===== src/hw/epv_pkg.sv =====
package epv_pkg;

  localparam int CLK_PERIOD_NS = 10;
  localparam int WORD_W = 12;
  localparam int LOW_W = 4;
  localparam int HIGH_W = 8;
  localparam int TMR_W = 14;

  localparam logic [11:0] CONFIG_ADDR = 12'hFFF;
  localparam logic [11:0] FIRST_USER_ADDR = 12'h000;
  localparam logic [11:0] LAST_PC_ADDR = 12'hFFE;
  localparam logic [11:0] BLANK_WORD = 12'hFFF;
  localparam logic [1:0] OSC_KEEP_BITS = 2'h3;

  localparam logic [3:0] MAX_PULSES = 4'h8;
  localparam logic [3:0] OVER_MULT_RESET = 4'hB;

  localparam logic [1:0] SUPPLY_NOMINAL = 2'h0;
  localparam logic [1:0] SUPPLY_MIN = 2'h1;
  localparam logic [1:0] SUPPLY_MAX = 2'h2;

  localparam int PROG_PULSE_NS = 100000;
  localparam int VERIFY_PULSE_NS = 1000;
  localparam int SETUP_NS = 1000;
  localparam int RESET_LOW_NS = 10000;
  localparam int STEP_HALF_NS = 1000;

  localparam int PROG_PULSE_CYC = (PROG_PULSE_NS + CLK_PERIOD_NS - 1) / CLK_PERIOD_NS;
  localparam int VERIFY_PULSE_CYC = (VERIFY_PULSE_NS + CLK_PERIOD_NS - 1) / CLK_PERIOD_NS;
  localparam int SETUP_CYC = (SETUP_NS + CLK_PERIOD_NS - 1) / CLK_PERIOD_NS;
  localparam int RESET_LOW_CYC = (RESET_LOW_NS + CLK_PERIOD_NS - 1) / CLK_PERIOD_NS;
  localparam int STEP_HALF_CYC = (STEP_HALF_NS + CLK_PERIOD_NS - 1) / CLK_PERIOD_NS;

  typedef enum logic [2:0] {
    OP_ENTER,
    OP_EXIT,
    OP_PROGRAM,
    OP_STEP_READ
  } epv_op_type;

  typedef enum {
    ST_IDLE,
    ST_RST_LOW,
    ST_ENTRY_WAIT,
    ST_PRG_SETUP,
    ST_PRG_PULSE,
    ST_VER_GAP,
    ST_VER_PULSE,
    ST_STEP_HI,
    ST_STEP_LO,
    ST_TAIL
  } epv_state_type;

endpackage


===== src/hw/epv_timer.sv =====
`timescale 1ns/1ns
module epv_timer (
  input wire logic clk,
  input wire logic rst,
  input wire logic start,
  input wire logic [epv_pkg::TMR_W-1:0] cycles,
  output logic done_ff
);

  logic [epv_pkg::TMR_W-1:0] count_ff;
  logic busy_ff;

  // A zero length is treated as one cycle so a wait can never hang.
  always_ff @(posedge clk or posedge rst) begin
    if (rst) begin
      count_ff <= '0;
      busy_ff <= 1'b0;
      done_ff <= 1'b0;
    end else if (start) begin
      count_ff <= cycles;
      busy_ff <= 1'b1;
      done_ff <= 1'b0;
    end else if (busy_ff && count_ff <= 14'h0001) begin
      busy_ff <= 1'b0;
      done_ff <= 1'b1;
    end else begin
      count_ff <= busy_ff ? count_ff - 14'h0001 : count_ff;
      done_ff <= 1'b0;
    end
  end

endmodule // epv_timer


===== src/hw/epv_programmer.sv =====
`timescale 1ns/1ns
// Functional notes
// - Enter by raising clear, strobe high, step low.
// - Word low nibble on low port, rest high.
// - Repeat program and verify pairs until pass.
// - Location N after N+1 steps, held while high.
// - Blank check at minimum supply first; no blank check is run, supply_sel_ff only follows cmd_supply.
// - Verify each pulse, fail after eight.
// - Overprogram adjustable multiple of pulses used.
// - Final fast verify at minimum then maximum supply.
// - Keep two lowest bits one for configuration.
module epv_programmer #(
  parameter int PROG_CYC = epv_pkg::PROG_PULSE_CYC
) (
  input wire logic clk,
  input wire logic rst,
  input wire logic cmd_valid,
  input wire logic [2:0] cmd_op,
  input wire logic [11:0] cmd_data,
  input wire logic cmd_config,
  input wire logic cmd_cmp_en,
  input wire logic [1:0] cmd_supply,
  input wire logic [3:0] over_mult,
  input wire logic [3:0] low_data_port_i,
  input wire logic [7:0] high_data_port_i,
  output logic cmd_ready_ff,
  output logic done_ff,
  output logic fail_ff,
  output logic [11:0] rd_data_ff,
  output logic [3:0] pulse_used_ff,
  output logic [11:0] addr_ff,
  output logic in_mode_ff,
  output logic master_clear_hv_ff,
  output logic prog_verify_strobe_ff,
  output logic address_step_input_ff,
  output logic [3:0] low_data_port_o_ff,
  output logic [7:0] high_data_port_o_ff,
  output logic data_oe_ff,
  output logic [1:0] supply_sel_ff
);

  epv_pkg::epv_state_type state_ff;
  logic tmr_start_ff;
  logic [epv_pkg::TMR_W-1:0] tmr_len_ff;
  logic tmr_done;
  logic [11:0] word_ff;
  logic cfg_ff;
  logic cmp_en_ff;
  logic over_ff;
  logic [7:0] over_left_ff;
  logic [11:0] pin_word;

  localparam logic [13:0] PROG_LEN = PROG_CYC[13:0];
  localparam logic [13:0] VER_LEN = epv_pkg::VERIFY_PULSE_CYC[13:0];
  localparam logic [13:0] SETUP_LEN = epv_pkg::SETUP_CYC[13:0];
  localparam logic [13:0] RST_LEN = epv_pkg::RESET_LOW_CYC[13:0];
  localparam logic [13:0] STEP_LEN = epv_pkg::STEP_HALF_CYC[13:0];

  // The device counter wraps from the last address to zero and never lands on
  // the configuration word again, so the mirror copies that.
  function automatic logic [11:0] next_addr(input logic [11:0] a);
    if (a == epv_pkg::CONFIG_ADDR || a == epv_pkg::LAST_PC_ADDR) begin
      return epv_pkg::FIRST_USER_ADDR;
    end
    return a + 12'h001;
  endfunction

  function automatic logic [7:0] over_count(input logic [3:0] m, input logic [3:0] n);
    // Widened first so the product of two nibbles never loses its top bits.
    return {4'h0, m} * {4'h0, n};
  endfunction

  assign pin_word = {high_data_port_i, low_data_port_i};

  epv_timer u_timer (
    .clk(clk),
    .rst(rst),
    .start(tmr_start_ff),
    .cycles(tmr_len_ff),
    .done_ff(tmr_done)
  );

  always_ff @(posedge clk or posedge rst) begin
    if (rst) begin
      state_ff <= epv_pkg::ST_IDLE;
      cmd_ready_ff <= 1'b0;
      done_ff <= 1'b0;
      fail_ff <= 1'b0;
      rd_data_ff <= 12'h000;
      pulse_used_ff <= 4'h0;
      addr_ff <= epv_pkg::CONFIG_ADDR;
      in_mode_ff <= 1'b0;
      master_clear_hv_ff <= 1'b0;
      prog_verify_strobe_ff <= 1'b1;
      address_step_input_ff <= 1'b0;
      data_oe_ff <= 1'b0;
      low_data_port_o_ff <= 4'h0;
      high_data_port_o_ff <= 8'h00;
      supply_sel_ff <= epv_pkg::SUPPLY_NOMINAL;
      tmr_start_ff <= 1'b0;
      tmr_len_ff <= 14'h0001;
      word_ff <= 12'h000;
      cfg_ff <= 1'b0;
      cmp_en_ff <= 1'b0;
      over_ff <= 1'b0;
      over_left_ff <= 8'h00;
    end else begin
      tmr_start_ff <= 1'b0;
      done_ff <= 1'b0;
      unique case (state_ff)
        epv_pkg::ST_IDLE: begin
          cmd_ready_ff <= 1'b1;
          if (cmd_valid && cmd_ready_ff) begin
            cmd_ready_ff <= 1'b0;
            fail_ff <= 1'b0;
            supply_sel_ff <= cmd_supply;
            cfg_ff <= cmd_config;
            cmp_en_ff <= cmd_cmp_en;
            word_ff <= cmd_config ? {cmd_data[11:2], epv_pkg::OSC_KEEP_BITS} : cmd_data;
            if (cmd_op == 3'(epv_pkg::OP_ENTER)) begin
              master_clear_hv_ff <= 1'b0;
              prog_verify_strobe_ff <= 1'b1;
              address_step_input_ff <= 1'b0;
              data_oe_ff <= 1'b0;
              in_mode_ff <= 1'b0;
              tmr_len_ff <= RST_LEN;
              tmr_start_ff <= 1'b1;
              state_ff <= epv_pkg::ST_RST_LOW;
            end else if (cmd_op == 3'(epv_pkg::OP_EXIT)) begin
              master_clear_hv_ff <= 1'b0;
              in_mode_ff <= 1'b0;
              data_oe_ff <= 1'b0;
              done_ff <= 1'b1;
            end else if (!in_mode_ff) begin
              // Access outside the mode is refused rather than driven blind.
              fail_ff <= 1'b1;
              done_ff <= 1'b1;
            end else if (cmd_op == 3'(epv_pkg::OP_PROGRAM)) begin
              low_data_port_o_ff <= cmd_config ? {cmd_data[3:2], epv_pkg::OSC_KEEP_BITS}
                                                : cmd_data[3:0];
              high_data_port_o_ff <= cmd_data[11:4];
              data_oe_ff <= 1'b1;
              pulse_used_ff <= 4'h0;
              over_ff <= 1'b0;
              tmr_len_ff <= SETUP_LEN;
              tmr_start_ff <= 1'b1;
              state_ff <= epv_pkg::ST_PRG_SETUP;
            end else if (cmd_op == 3'(epv_pkg::OP_STEP_READ)) begin
              address_step_input_ff <= 1'b1;
              tmr_len_ff <= STEP_LEN;
              tmr_start_ff <= 1'b1;
              state_ff <= epv_pkg::ST_STEP_HI;
            end else begin
              fail_ff <= 1'b1;
              done_ff <= 1'b1;
            end
          end
        end
        epv_pkg::ST_RST_LOW: begin
          if (tmr_done) begin
            master_clear_hv_ff <= 1'b1;
            addr_ff <= epv_pkg::CONFIG_ADDR;
            in_mode_ff <= 1'b1;
            tmr_len_ff <= SETUP_LEN;
            tmr_start_ff <= 1'b1;
            state_ff <= epv_pkg::ST_ENTRY_WAIT;
          end
        end
        epv_pkg::ST_ENTRY_WAIT: begin
          if (tmr_done) begin
            done_ff <= 1'b1;
            state_ff <= epv_pkg::ST_IDLE;
          end
        end
        epv_pkg::ST_PRG_SETUP: begin
          if (tmr_done) begin
            prog_verify_strobe_ff <= 1'b0;
            if (!over_ff) begin
              pulse_used_ff <= pulse_used_ff + 4'h1;
            end
            tmr_len_ff <= PROG_LEN;
            tmr_start_ff <= 1'b1;
            state_ff <= epv_pkg::ST_PRG_PULSE;
          end
        end
        epv_pkg::ST_PRG_PULSE: begin
          if (tmr_done) begin
            prog_verify_strobe_ff <= 1'b1;
            data_oe_ff <= 1'b0;
            tmr_len_ff <= SETUP_LEN;
            tmr_start_ff <= 1'b1;
            state_ff <= epv_pkg::ST_VER_GAP;
          end
        end
        epv_pkg::ST_VER_GAP: begin
          if (tmr_done) begin
            prog_verify_strobe_ff <= 1'b0;
            tmr_len_ff <= VER_LEN;
            tmr_start_ff <= 1'b1;
            state_ff <= epv_pkg::ST_VER_PULSE;
          end
        end
        epv_pkg::ST_VER_PULSE: begin
          if (tmr_done) begin
            rd_data_ff <= pin_word;
            prog_verify_strobe_ff <= 1'b1;
            tmr_len_ff <= SETUP_LEN;
            tmr_start_ff <= 1'b1;
            // Overprogram pairs still verify so strobe parity stays aligned.
            if (over_ff) begin
              if (over_left_ff <= 8'h01) begin
                state_ff <= epv_pkg::ST_TAIL;
              end else begin
                over_left_ff <= over_left_ff - 8'h01;
                data_oe_ff <= 1'b1;
                state_ff <= epv_pkg::ST_PRG_SETUP;
              end
            end else if (pin_word == word_ff) begin
              over_ff <= 1'b1;
              over_left_ff <= over_count(over_mult, pulse_used_ff);
              if (over_count(over_mult, pulse_used_ff) == 8'h00) begin
                state_ff <= epv_pkg::ST_TAIL;
              end else begin
                data_oe_ff <= 1'b1;
                state_ff <= epv_pkg::ST_PRG_SETUP;
              end
            end else if (pulse_used_ff >= epv_pkg::MAX_PULSES) begin
              fail_ff <= 1'b1;
              state_ff <= epv_pkg::ST_TAIL;
            end else begin
              data_oe_ff <= 1'b1;
              state_ff <= epv_pkg::ST_PRG_SETUP;
            end
          end
        end
        epv_pkg::ST_STEP_HI: begin
          if (tmr_done) begin
            rd_data_ff <= pin_word;
            if (cmp_en_ff && pin_word != word_ff) begin
              fail_ff <= 1'b1;
            end
            address_step_input_ff <= 1'b0;
            addr_ff <= next_addr(addr_ff);
            tmr_len_ff <= STEP_LEN;
            tmr_start_ff <= 1'b1;
            state_ff <= epv_pkg::ST_STEP_LO;
          end
        end
        epv_pkg::ST_STEP_LO, epv_pkg::ST_TAIL: begin
          if (tmr_done) begin
            done_ff <= 1'b1;
            state_ff <= epv_pkg::ST_IDLE;
          end
        end
      endcase
    end
  end

  property p_entry_levels;
    @(posedge clk) disable iff (rst)
    $rose(master_clear_hv_ff) |-> prog_verify_strobe_ff && !address_step_input_ff;
  endproperty
  a_entry_levels: assert property (p_entry_levels) else $error("bad entry levels");

  property p_release_verify;
    @(posedge clk) disable iff (rst)
    (!prog_verify_strobe_ff && state_ff != epv_pkg::ST_PRG_PULSE) |-> !data_oe_ff;
  endproperty
  a_release_verify: assert property (p_release_verify) else $error("data driven in verify");

  property p_step_strobe;
    @(posedge clk) disable iff (rst)
    address_step_input_ff |-> prog_verify_strobe_ff && in_mode_ff;
  endproperty
  a_step_strobe: assert property (p_step_strobe) else $error("step with strobe low");

  property p_pulse_max;
    @(posedge clk) disable iff (rst)
    pulse_used_ff <= epv_pkg::MAX_PULSES;
  endproperty
  a_pulse_max: assert property (p_pulse_max) else $error("too many pulses");

  property p_config_bits;
    @(posedge clk) disable iff (rst)
    (cfg_ff && data_oe_ff) |-> low_data_port_o_ff[1:0] == epv_pkg::OSC_KEEP_BITS;
  endproperty
  a_config_bits: assert property (p_config_bits) else $error("osc bits not held");

  property p_data_map;
    @(posedge clk) disable iff (rst)
    data_oe_ff |-> {high_data_port_o_ff, low_data_port_o_ff} == word_ff;
  endproperty
  a_data_map: assert property (p_data_map) else $error("data lanes wrong");

  property p_pair_after_prog;
    @(posedge clk) disable iff (rst)
    (state_ff == epv_pkg::ST_PRG_PULSE && tmr_done) |=> state_ff == epv_pkg::ST_VER_GAP
      ##[1:1000] state_ff == epv_pkg::ST_VER_PULSE;
  endproperty
  a_pair_after_prog: assert property (p_pair_after_prog) else $error("no verify after pulse");

  property p_over_count_frozen;
    @(posedge clk) disable iff (rst)
    (over_ff && state_ff == epv_pkg::ST_PRG_PULSE) |-> $stable(pulse_used_ff);
  endproperty
  a_over_count_frozen: assert property (p_over_count_frozen) else $error("over pulse counted");

endmodule // epv_programmer


===== config.mk =====
export PLATFORM = sky130hd
export DESIGN_NAME = epv_programmer
export DESIGN_NICKNAME = d
export VERILOG_FILES = /design/src/hw/epv_pkg.sv /design/src/hw/epv_timer.sv /design/src/hw/epv_programmer.sv
export SDC_FILE = /design/constraint.sdc
export NUM_CORES = 1
export LEC_CHECK = 0
export BUFFER_PORTS_ARGS = -buffer_cell sky130_fd_sc_hd__buf_4
export CAP_MARGIN = 5
export CORE_MARGIN = 1
export CORE_UTILIZATION = 57
export CTS_BUF_LIST = sky130_fd_sc_hd__clkbuf_4 sky130_fd_sc_hd__clkbuf_8 sky130_fd_sc_hd__clkbuf_16
export CTS_CLUSTER_DIAMETER = 200
export DETAILED_ROUTE_END_ITERATION = 8
export GPL_TIMING_DRIVEN = 0
export PLACE_DENSITY = 0.88
export RECOVER_POWER = 50
export SETUP_SLACK_MARGIN = 0.05
export SLEW_MARGIN = 30
export SYNTH_ARGS = -nofsm -noshare
export SYNTH_HDL_FRONTEND = slang
export SYNTH_SLANG_ARGS = --single-unit

===== constraint.sdc =====
create_clock -name clk -period 3.6 [get_ports clk]
set_input_delay 0.54 -clock clk [delete_from_list [all_inputs] [get_ports clk]]
set_output_delay 0.54 -clock clk [all_outputs]
set_load 0.03 [all_outputs]

# Yosys cells after proc, flatten, opt, wreduce, memory -nomap -nowiden
# Index checks and enable logic that the tools add are counted.
# word_totals
output_inout_bits,50
in_bits,38
register_bits,134
wordCells,242
# op_classes
mux,119
n_reduce_logical,40
eq_ne,50
n_mul,1
n_bitwise,2
n_addsub,4
n_lt_le_gt_ge,3
# ops
operator,n
32-bit 2-to-1 mux,15
32-bit case mux with 8 select lines,1
14-bit 2-to-1 mux,11
32-bit by 3-bit == test with 1-bit output (second input constant),4
32-bit by 2-bit == test with 1-bit output (second input constant),2
32-bit by 4-bit == test with 1-bit output (second input constant),2
1-bit 2-to-1 mux,62
12-bit 2-to-1 mux,4
14-bit case mux with 3 select lines,1
4-bit 2-to-1 mux,10
32-bit by 1-bit == test with 1-bit output (second input constant),1
32-bit zero test,1
2-bit != test (second input constant),13
12-bit == test (second input constant),2
8-bit 2-to-1 mux,3
12-bit case mux with 2 select lines,1
7-bit AND reduction,3
2-bit by 1-bit != test with 1-bit output (second input constant),10
4-bit != test (second input constant),5
3-bit != test (second input constant),6
8-bit AND reduction,2
2-bit nonzero test,8
14-bit by 1-bit <= comparator with 1-bit output (second input constant),1
14-bit by 1-bit subtractor with 14-bit output (second input constant),1
other kinds (31),50

# Depth between registers and ports, before layout
# Gate-level depths: netlist of the first run.
# logic_depth
ltp_word,8
depth_mapped,12
depth_no_buf,12

# Modules after synthesis
# From an unflattened synthesis of the first run, not the netlist that was laid out.
# hier_totals
cells_unflattened,589
hier_area_um2,5728.0
# by_module_without_submodules
mod,seq_area_each_um2,cells_per_inst,area_each_um2,n_inst
epv_programmer,2069.5,481,4715.8,1
epv_timer,400.4,108,1012.2,1

# Worst setup path after synthesis of the first run
# Ideal clock, no wire load.
# synth_path
path_kind,flip-flop to flip-flop
start,reg pulse_used_ff[3]
end,reg data_oe_ff
arrival_ps,3405
n_path_buf,1
slack_ps,72
path_stages_with_launch,12
t_required_ps,3476
synth_period_minus_slack_ps,3528
setup_ps,124
cell_sequence,dfrtp_1 clkbuf_1 nand2_1 fa_1 fa_1 fa_1 nand2b_1 a21oi_1 xor2_1 nor4_1 a31oi_1 o31a_1
# synth_via
elab_chain_len,4
elab_cells_between_ends,6
classes_between,mul (1); order compare (1); eq/ne (2); reduce/logical (2)
# synth_rtl
item,line,text
from (decl),epv_programmer.sv:30,"output logic [3:0] pulse_used_ff,"
from (signal assigned),epv_programmer.sv:179,pulse_used_ff <= pulse_used_ff + 4'h1;
from (signal assigned),epv_programmer.sv:279,pulse_used_ff <= epv_pkg::MAX_PULSES;
4-bit by 4-bit multiplier with 8-bit output,epv_programmer.sv:70,"return {4'h0, m} * {4'h0, n};"
8-bit zero test,epv_programmer.sv:221,"if (over_count(over_mult, pulse_used_ff) == 8'h00) begin"
4-bit != test (no line),--,
9-bit AND reduction (no line) *,--,
to (signal assigned),epv_programmer.sv:215,data_oe_ff <= 1'b1;
to (signal assigned),epv_programmer.sv:224,data_oe_ff <= 1'b1;
to (signal assigned),epv_programmer.sv:231,data_oe_ff <= 1'b1;
to (decl),epv_programmer.sv:38,"output logic data_oe_ff,"
# Every way passes the cells marked *; elsewhere a longest branch is shown, timed or not.
# A chain may end at the register's enable or synchronous reset.

# Final worst setup path of the first run
# Ends and elaborated chain as after synthesis.

==> results of run 1 <==
worst max-delay path: cells and delay by family, from the launching register on:
kind	cells	cell delay, ps
flip-flops	1	360
AO/OA/AOI/OAI	3	620
buffers and inverters	1	160
adder cells (fa/ha/maj)	3	1450
XOR/XNOR	1	110
AND/OR/NAND/NOR	3	580
sequential cells by signal, summed over array words and instances, names as in the netlist, 2 cells and up:
register	count
pulse_used_ff	4
word_ff	12
rd_data_ff	12
over_left_ff	8
state_ff	4
tmr_len_ff	6
addr_ff	12
high_data_port_o_ff	8
u_timer.count_ff	14
low_data_port_o_ff	4
supply_sel_ff	2
cell type report:
| cell class | instances | area share (%) |
|---|---|---|
| buffer | 26 | 2.00 |
| clock buffer | 10 | 2.10 |
| clock inverter | 6 | 1.16 |
| inverter | 32 | 1.85 |
| multi-input combinational | 448 | 43.9 |
| sequential | 98 | 37.7 |
| tap | 129 | 2.46 |
| timing repair buffer | 90 | 8.84 |
synth_stat cells, drive strengths merged (14+ instances only):
master,instances
ha,20
clkbuf,19
nor3,18
xnor2,16
nand3,16
dfstp,14
mux2,25
o21ai,43
nor2,46
inv,31
nand2,90
a21oi,41
dfrtp,84
power by group:
part	switching, uW	leakage, uW	total (uW)	internal, uW
Combinational	347	0.00165	585	237
Clock	421	0.000110	777	356
Sequential	125	0.00120	1350	1220
Total	894	0.00296	2710	1810
through the flow:
| stage | power (uW) | instances | setup TNS (ps) |
|---|---|---|---|
| floorplan | 1750 | 604 | 0 |
| detailed placement | 1950 | 820 | -200 |
| global placement | 1920 | 819 | -46560 |
| global route | 2840 | 839 | 0 |
| finish | 2710 | 839 | 0 |
| CTS | 2730 | 838 | 0 |
cells by family after synthesis:
logic type / synth area share, %
buffers and inverters: 4.45
flip-flops: 44.3
AND/OR/NAND/NOR: 19.0
XOR/XNOR: 2.99
AO/OA/AOI/OAI: 17.5
adder cells (fa/ha/maj): 5.93
multiplexers: 5.77
final timing paths:
path / start / endpoint / slack, ps / depth (start not counted)
max: pulse_used_ff[3] / data_oe_ff / 230 / 11
min: cmd_supply[0] / supply_sel_ff[0] / 360 / 3
max reg2reg: pulse_used_ff[3] / data_oe_ff / 230 / 11
min reg2reg: addr_ff[10] / addr_ff[10] / 500 / 2
max in group asynchronous: rst / rd_data_ff[8] / 920 / 3
min in group asynchronous: rst / u_timer.done_ff / 630 / 2
metal layers:
layer  part of all wire (%)  vias up  GRT usage, %
li1                       -     2348             -
met1                     42     2464          36.9
met2                     50      191          47.0
met3                    5.6       26          5.41
met4                    2.2        0          9.92
met5                      0        -             0
repair_timing:
item                       4_1_cts  5_1_grt
resized for setup                4        4
setup endpoints to repair        3        3
pin swaps                        2        6
buffers inserted                 2        1
==> flow_summary.yaml, run 1 <==
status:
  status: "finished with violations"
  violations: "max-capacitance violations, max-slew violations"
critical_path:
  slowest_delay_ps: 560
  cp_common_cell: "fa_1"
  start_kind: "flop"
  cp.arrival_ps: 3630
  crit_slowest_cell: "fa_1"
  critical_path_class: "flop to flop"
  required_ps: 3860
  worstPathCellList: "buf_4, nand2_1, fa_1, fa_1, fa_2, nand2b_1, a21oi_2, xor2_1, nor4_2, a31oi_2, o31a_1"
  crit_fanout: 9
  crit_path_end_kind: "flop"
routing:
  wl_per_cell_um: 16.1
  first_pass_iters: 5
  drc: 0
  finalWirelength_um: 13500
  drt_iter0_markers: 305
  vias_per_cell: 5.99
  antenna_left: 0
  vias: 5029
pwr:
  p_leak_uw: 0.00296
  power_density_nw_per_um2: 413
  vdd_drop_max_mv: 0.313
timing:
  holdWs_ps: 362
  final-max-slew-violation-count: 44
  fin_skew_ps: 16.5
  finalHoldViolations: 0
  setup_violations: 0
  relSlewSlack_pct: -26.5
  fmax_mhz: 297
  fin_ws_ps: 233
  fin_crit_sh_pct: 93.5
  max_slew.worst_pin.slew_ps: 1890
  min_period_ps: 3370
  rsz0062_at_grt: "false"
finish:
  final_cell_mix: "nand2_1, dfrtp_1, buf_4"
  finalNetCount: 767
  finish.utilization_pct: 69.9
  fin_area_um2: 6550
  fill_cells: 765
  syn_to_final_growth_pct: 17.7
  register_area_um2: 2470
  drive_gt1_share_pct: 21.1
  final_common_cell: "nand2_1"
  multi_input_area_um2: 2880
  insertedDiodeCount: 0
floorplan:
  rows: 35
  ios: 88
  fp.dieW_um: 101
  core-area_um2: 9370
  dieHeight_um: 101
  initial_utilization_pct: 59.4
  die_area_um2: 10200
cts:
  htreeDepth: 3
  clk_pin_slew_worst_paths_ps: 100
  cts.sink_count: 98
  cts_hold_buf: 0
  cts_root_buffer: "clkbuf_8"
  clock_path_buffers: 2
  cts_made_buffers: 9
  clk_latency_ps: 370
  cts_tree: "done"
logic_synthesis:
  syn_avg_cell_area_um2: 9.22
  seq_area_frac_synth_pct: 44.3
  syn_inst: 604
  synth_cell_types: 64
  synth_fp_nets: 666
  synth_top_area_share_pct: 37.7
  synth_top_cell_by_area: "dfrtp_1"
  synth_edf_count: 0
  synth-seq-cells: 98
  synth_area_leaders: "dfrtp_1, dfstp_2, nand2_1"
  synth_ff_type: "dfrtp_1"
  async_flop_share_pct: 100
  synthesis.area_um2: 5570
  yosys_warnings: 0
placed_design:
  dpl_worst_slack_ps: -156
  gp_congestion: 0.875
  placed_area_um2: 6410
  numPortBuffers: 86
  hpwl_um: 9930
flow_run:
  drv_cap: 1
worst_hold_path:
  hp-class: "input port to flop"
global_route:
  grt_max_degree: 57
  grt_pass1_wl_um: 22700
  grt_overflow: 0
  antenna_found_initial: 0
  grt.total_usage_pct: 28.2
  grt_pass1_vias: 4821
No activity file was read; power rests on OpenSTA's default activity.
==> inputs of run 2 (changes only) <==
CORE_UTILIZATION = 58   (was 57)
PLACE_DENSITY = 0.8   (was 0.88)
SYNTH_HIERARCHICAL = 1   (was not set)
==> flow_summary.yaml, run 2 <==
timing:
  max_slew.worst_pin.slew_ps: 1540
  fin_skew_ps: 12.0
  final-max-slew-violation-count: 37
  relSlewSlack_pct: -3.32
  fin_crit_sh_pct: 95.9
  finalHoldViolations: 0
  fin_ws_ps: 147
  fmax_mhz: 290
  setup_violations: 0
  holdWs_ps: 234
  rsz0062_at_grt: "false"
  min_period_ps: 3450
logic_synthesis:
  synthTopCellsByCount: "dfrtp_1, nand2_1, nor2_1"
  synth_cell_types: 74
  syn_inst: 589
  async_flop_share_pct: 100
  synth_top_cell_by_area: "dfrtp_1"
  synth_top_area_share_pct: 36.7
  yosys_warnings: 6
  synth.most_common_cell: "dfrtp_1"
  synthSimpleGateAreaFrac_pct: 19.0
  seq_area_frac_synth_pct: 43.1
  synth-seq-cells: 98
  synth_compound_area_share_pct: 16.7
  synthesis.area_um2: 5730
  synth_ff_type: "dfrtp_1"
  synthAdderAreaFrac_pct: 5.77
  synth_xor_area_share_pct: 3.21
  synth_area_leaders: "dfrtp_1, dfstp_2, mux2_2"
  synth_edf_count: 0
  syn_avg_cell_area_um2: 9.72
  synthMuxAreaShare_pct: 7.97
  synth_top_family_by_area: "simple AND/OR/NAND/NOR gates"
cts:
  cts_root_buffer: "clkbuf_8"
  cts_made_buffers: 9
  cts_tree: "done"
  clk_pin_slew_worst_paths_ps: 100
  clock_path_buffers: 2
  htreeDepth: 3
  clk_latency_ps: 370
  cts.sink_count: 98
finish:
  final_cell_mix: "dfrtp_1, buf_4, nand2_1"
  top_register: "u_timer/count_ff"
  register_area_um2: 2470
  finish.utilization_pct: 71.2
  finalNetCount: 757
  insertedDiodeCount: 0
  fill_cells: 765
  syn_to_final_growth_pct: 17.1
  final_common_cell: "dfrtp_1"
  multi_input_area_um2: 3040
  largest_reg_flops: 14
  drive_gt1_share_pct: 22.6
placed_design:
  dpl_worst_slack_ps: -324
  gp_congestion: 0.937
  numPortBuffers: 86
  hpwl_um: 10200
critical_path:
  required_ps: 3850
  crit_fanout: 5
  start_kind: "flop"
  cp.arrival_ps: 3700
  ff2ff_setup_slack_ps: 150
  r2r-end: "data_oe_ff"
  crit_path_end_kind: "flop"
  critical_path_class: "flop to flop"
  reg2reg_depth: 11
  r2r-start: "pulse_used_ff[2]"
global_route:
  grt.total_usage_pct: 28.9
  grt_overflow: 0
  antenna_found_initial: 0
  grt_pass1_wl_um: 23400
  grt_max_degree: 48
  grt_pass1_vias: 4963
floorplan:
  initial_utilization_pct: 60.8
  rows: 35
  core-area_um2: 9420
  fp.dieW_um: 101
  dieHeight_um: 101
  die_area_um2: 10300
  ios: 88
routing:
  vias_per_cell: 5.94
  drc: 0
  drt_iter0_markers: 293
  first_pass_iters: 4
  finalWirelength_um: 13700
  wl_per_cell_um: 16.5
  antenna_left: 0
  vias: 4922
pwr:
  vdd_drop_max_mv: 0.221
  p_leak_uw: 0.00297
  power_density_nw_per_um2: 293
worst_hold_path:
  hp-class: "input port to async pin"
flow_run:
  drv_cap: 1
status:
  status: "finished with violations"
  violations: "max-capacitance violations, max-slew violations"
## run 2: cell count changes in the layout (fill, tap and decap cells not counted), moves of 9 or more
cell	before	now
mux2_1	0	10
nand2_1	90	57
o21ai_0	40	22
or2_2	9	0
## run 2: layer usage
metal	wire length (um)	global-route usage [%]	share of wire, %	vias up
li1	-	-	-	2333
met1	6040	38.0	44	2384
met2	6490	47.3	47	175
met3	820	5.73	6.0	30
met4	320	11.1	2.3	0
met5	0	0	0	-
## run 2: critical path, stage by stage (launching register included)
cell and delay, ps:
dfrtp_2 440, nand2_1 110, fa_1 450, fa_1 570, inv_1 50, ha_1 320, a211oi_4 250, o21ba_1 190
a21oi_1 50, o41ai_2 440, a21oi_1 140, mux2_1 320
## run 2: layout make-up
cell class	count	area share, %
inverters	32	1.81
plain buffers	25	1.74
flip-flops and latches	98	36.9
well taps	129	2.41
repair buffers	93	8.92
clock inverters	6	0.821
multi-input cells	436	45.4
clock buffers	10	2.05
## run 2: repair_timing
item	CTS	global route
pin swaps	1	3
hold buffers	0	0
resized for setup	1	1
setup endpoints to repair	2	3
buffers inserted	2	4
## run 2: cells by family (layout without fill, tap and decap cells)
kind of cell | after synthesis | count (layout)
buffers and inverters | 57 | 166
adders and majority gates | 24 | 24
muxes | 41 | 41
other | 1 | 3
DFF | 98 | 98
and+or+nand+nor | 212 | 212
AOI/OAI and AO/OA | 135 | 135
xor gates and xnor gates | 21 | 21
## run 2: worst max path at each step
stage,cells past startpoint,end,startpoint,slack [ps]
2_1_floorplan,11,data_oe_ff,over_mult[0],80
3_3_place_gp,2,pulse_used_ff[2],rst,-280
3_5_place_dp,12,data_oe_ff,over_mult[0],-320
4_1_cts,11,data_oe_ff,pulse_used_ff[1],90
5_1_grt,11,data_oe_ff,pulse_used_ff[2],40
6_report,11,data_oe_ff,pulse_used_ff[2],150
## run 2: stage by stage
stage | area (um^2) | setup TNS (ps) | cells | power (uW)
2_1_floorplan | 5740 | 0 | 591 | 1220
3_3_place_gp | 6550 | -2350 | 806 | 1280
3_5_place_dp | 6580 | -557 | 807 | 1290
4_1_cts | 6790 | 0 | 825 | 1990
5_1_grt | 6710 | 0 | 829 | 2040
6_report | 6710 | 0 | 829 | 1970
## run 2: power by group
| part | leakage, uW | internal, uW | switching [uW] | total [uW] |
|---|---|---|---|---|
| clock | 0.0000934 | 285 | 419 | 704 |
| sequential | 0.00121 | 1110 | 3.85 | 1110 |
| combinational | 0.00166 | 61.8 | 89.7 | 151 |
==> inputs of run 3 (changes only) <==
CAP_MARGIN = 25   (was 5)
PLACE_DENSITY = 0.92   (was 0.8)
==> flow_summary.yaml, run 3 (same netlist as run 2, synthesis figures left out) <==
critical_path:
  cp.arrival_ps: 3750
  critical_path_class: "flop to flop"
  required_ps: 3910
  start_kind: "flop"
  ff2ff_setup_slack_ps: 160
  crit_path_end_kind: "flop"
  crit_fanout: 5
finish:
  finalNetCount: 759
  fin_area_um2: 6760
  final_cell_mix: "dfrtp_1, buf_4, nand2_1"
  insertedDiodeCount: 0
  syn_to_final_growth_pct: 18.0
  final_common_cell: "dfrtp_1"
  drive_gt1_share_pct: 22.8
  largest_reg_flops: 14
  top_register: "u_timer/count_ff"
timing:
  rsz0062_at_grt: "false"
  fin_skew_ps: 10.5
  max_slew.worst_pin.slew_ps: 1510
  fmax_mhz: 291
  min_period_ps: 3440
  final-max-slew-violation-count: 36
  relSlewSlack_pct: -1.21
  finalHoldViolations: 0
  setup_violations: 0
  fin_crit_sh_pct: 95.5
pwr:
  total_power_uw: 2100
  vdd_drop_max_mv: 0.243
  p_leak_uw: 0.00300
  power_density_nw_per_um2: 311
floorplan:
  dieHeight_um: 101
  rows: 35
  ios: 88
  fp.dieW_um: 101
  core-area_um2: 9420
  initial_utilization_pct: 60.8
  die_area_um2: 10300
cts:
  cts_tree: "done"
  htreeDepth: 3
  clk_latency_ps: 370
  cts_root_buffer: "clkbuf_8"
  clock_path_buffers: 2
  cts_made_buffers: 9
  cts_hold_buf: 0
  cts.sink_count: 98
  clk_pin_slew_worst_paths_ps: 100
flow_run:
  drv_cap: 1
global_route:
  grt.total_usage_pct: 30.9
  grt_pass1_wl_um: 24600
  antenna_found_initial: 0
  grt_overflow: 0
  grt_pass1_vias: 5152
  grt_max_degree: 49
placed_design:
  numPortBuffers: 86
  hpwl_um: 10700
  gp_congestion: 0.962
  placed_area_um2: 6580
routing:
  wl_per_cell_um: 18.1
  drc: 0
  finalWirelength_um: 15000
  antenna_left: 0
  drt_iter0_markers: 478
  vias_per_cell: 6.19
  vias: 5147
  first_pass_iters: 6
worst_hold_path:
  hp-class: "input port to async pin"
status:
  violations: "max-capacitance violations, max-slew violations"
  status: "finished with violations"
==> run 3: layout make-up <==
type	instances	area, um^2
tap	129	161
sequential	98	2470
fill	649	2650
buffer	25	116
timing repair buffer	95	613
inverter	32	121
multi-input combinational	436	3040
clock inverter	6	96.3
clock buffer	10	138
==> run 3: worst max-delay path, stage by stage, from the launching register on <==
cell	delay [ps]
dfrtp_2	430
buf_4	160
and2_1	140
ha_1	290
ha_1	290
ha_1	220
inv_1	80
fa_1	400
nand2b_1	160
a21oi_1	190
xor2_1	280
o41ai_2	110
buf_4	160
o311ai_1	290
o21a_1	170
==> run 3: what timing repair did <==
action	4_1_cts	5_1_grt
buffers inserted	1	7
setup endpoints to repair	1	3
pin swaps	1	3
resized for setup	1	1
==> run 3: power breakdown <==
part / leakage (uW) / internal, uW / total [uW] / switching, uW
Clock: 0.000115 / 420 / 835 / 414
Combinational: 0.00167 / 62.1 / 155 / 93.3
Sequential: 0.00121 / 1110 / 1110 / 4.50
==> run 3: worst paths after layout <==
check,start,to,cells after the start
setup / recovery,pulse_used_ff[2],state_ff[1],14
hold / removal,rst,u_timer/count_ff[12],2
setup reg to reg,pulse_used_ff[2],state_ff[1],14
hold reg to reg,prog_verify_strobe_ff,prog_verify_strobe_ff,2
max in group asynchronous,rst,pulse_used_ff[2],3
min in group clk,cmd_supply[0],supply_sel_ff[0],2
==> run 3: through the flow <==
stage,cells,TNS [ps],setup slack [ps],utilization [%],hold WS (ps)
CTS,824,0,112,72.5,208
finish,831,0,162,71.8,234
global placement,806,-791,-206,69.5,473
global route,831,0,53.1,71.8,296
detailed placement,807,-283,-244,69.8,473
floorplan,591,0,79.8,-,454
==> run 3: per-layer routing <==
metal	vias to the layer above	routed length (um)	track usage [%]
li1	2327	-	-
met1	2456	5870	38.2
met2	300	7520	52.1
met3	64	1180	7.66
met4	0	447	12.5
met5	-	0	0
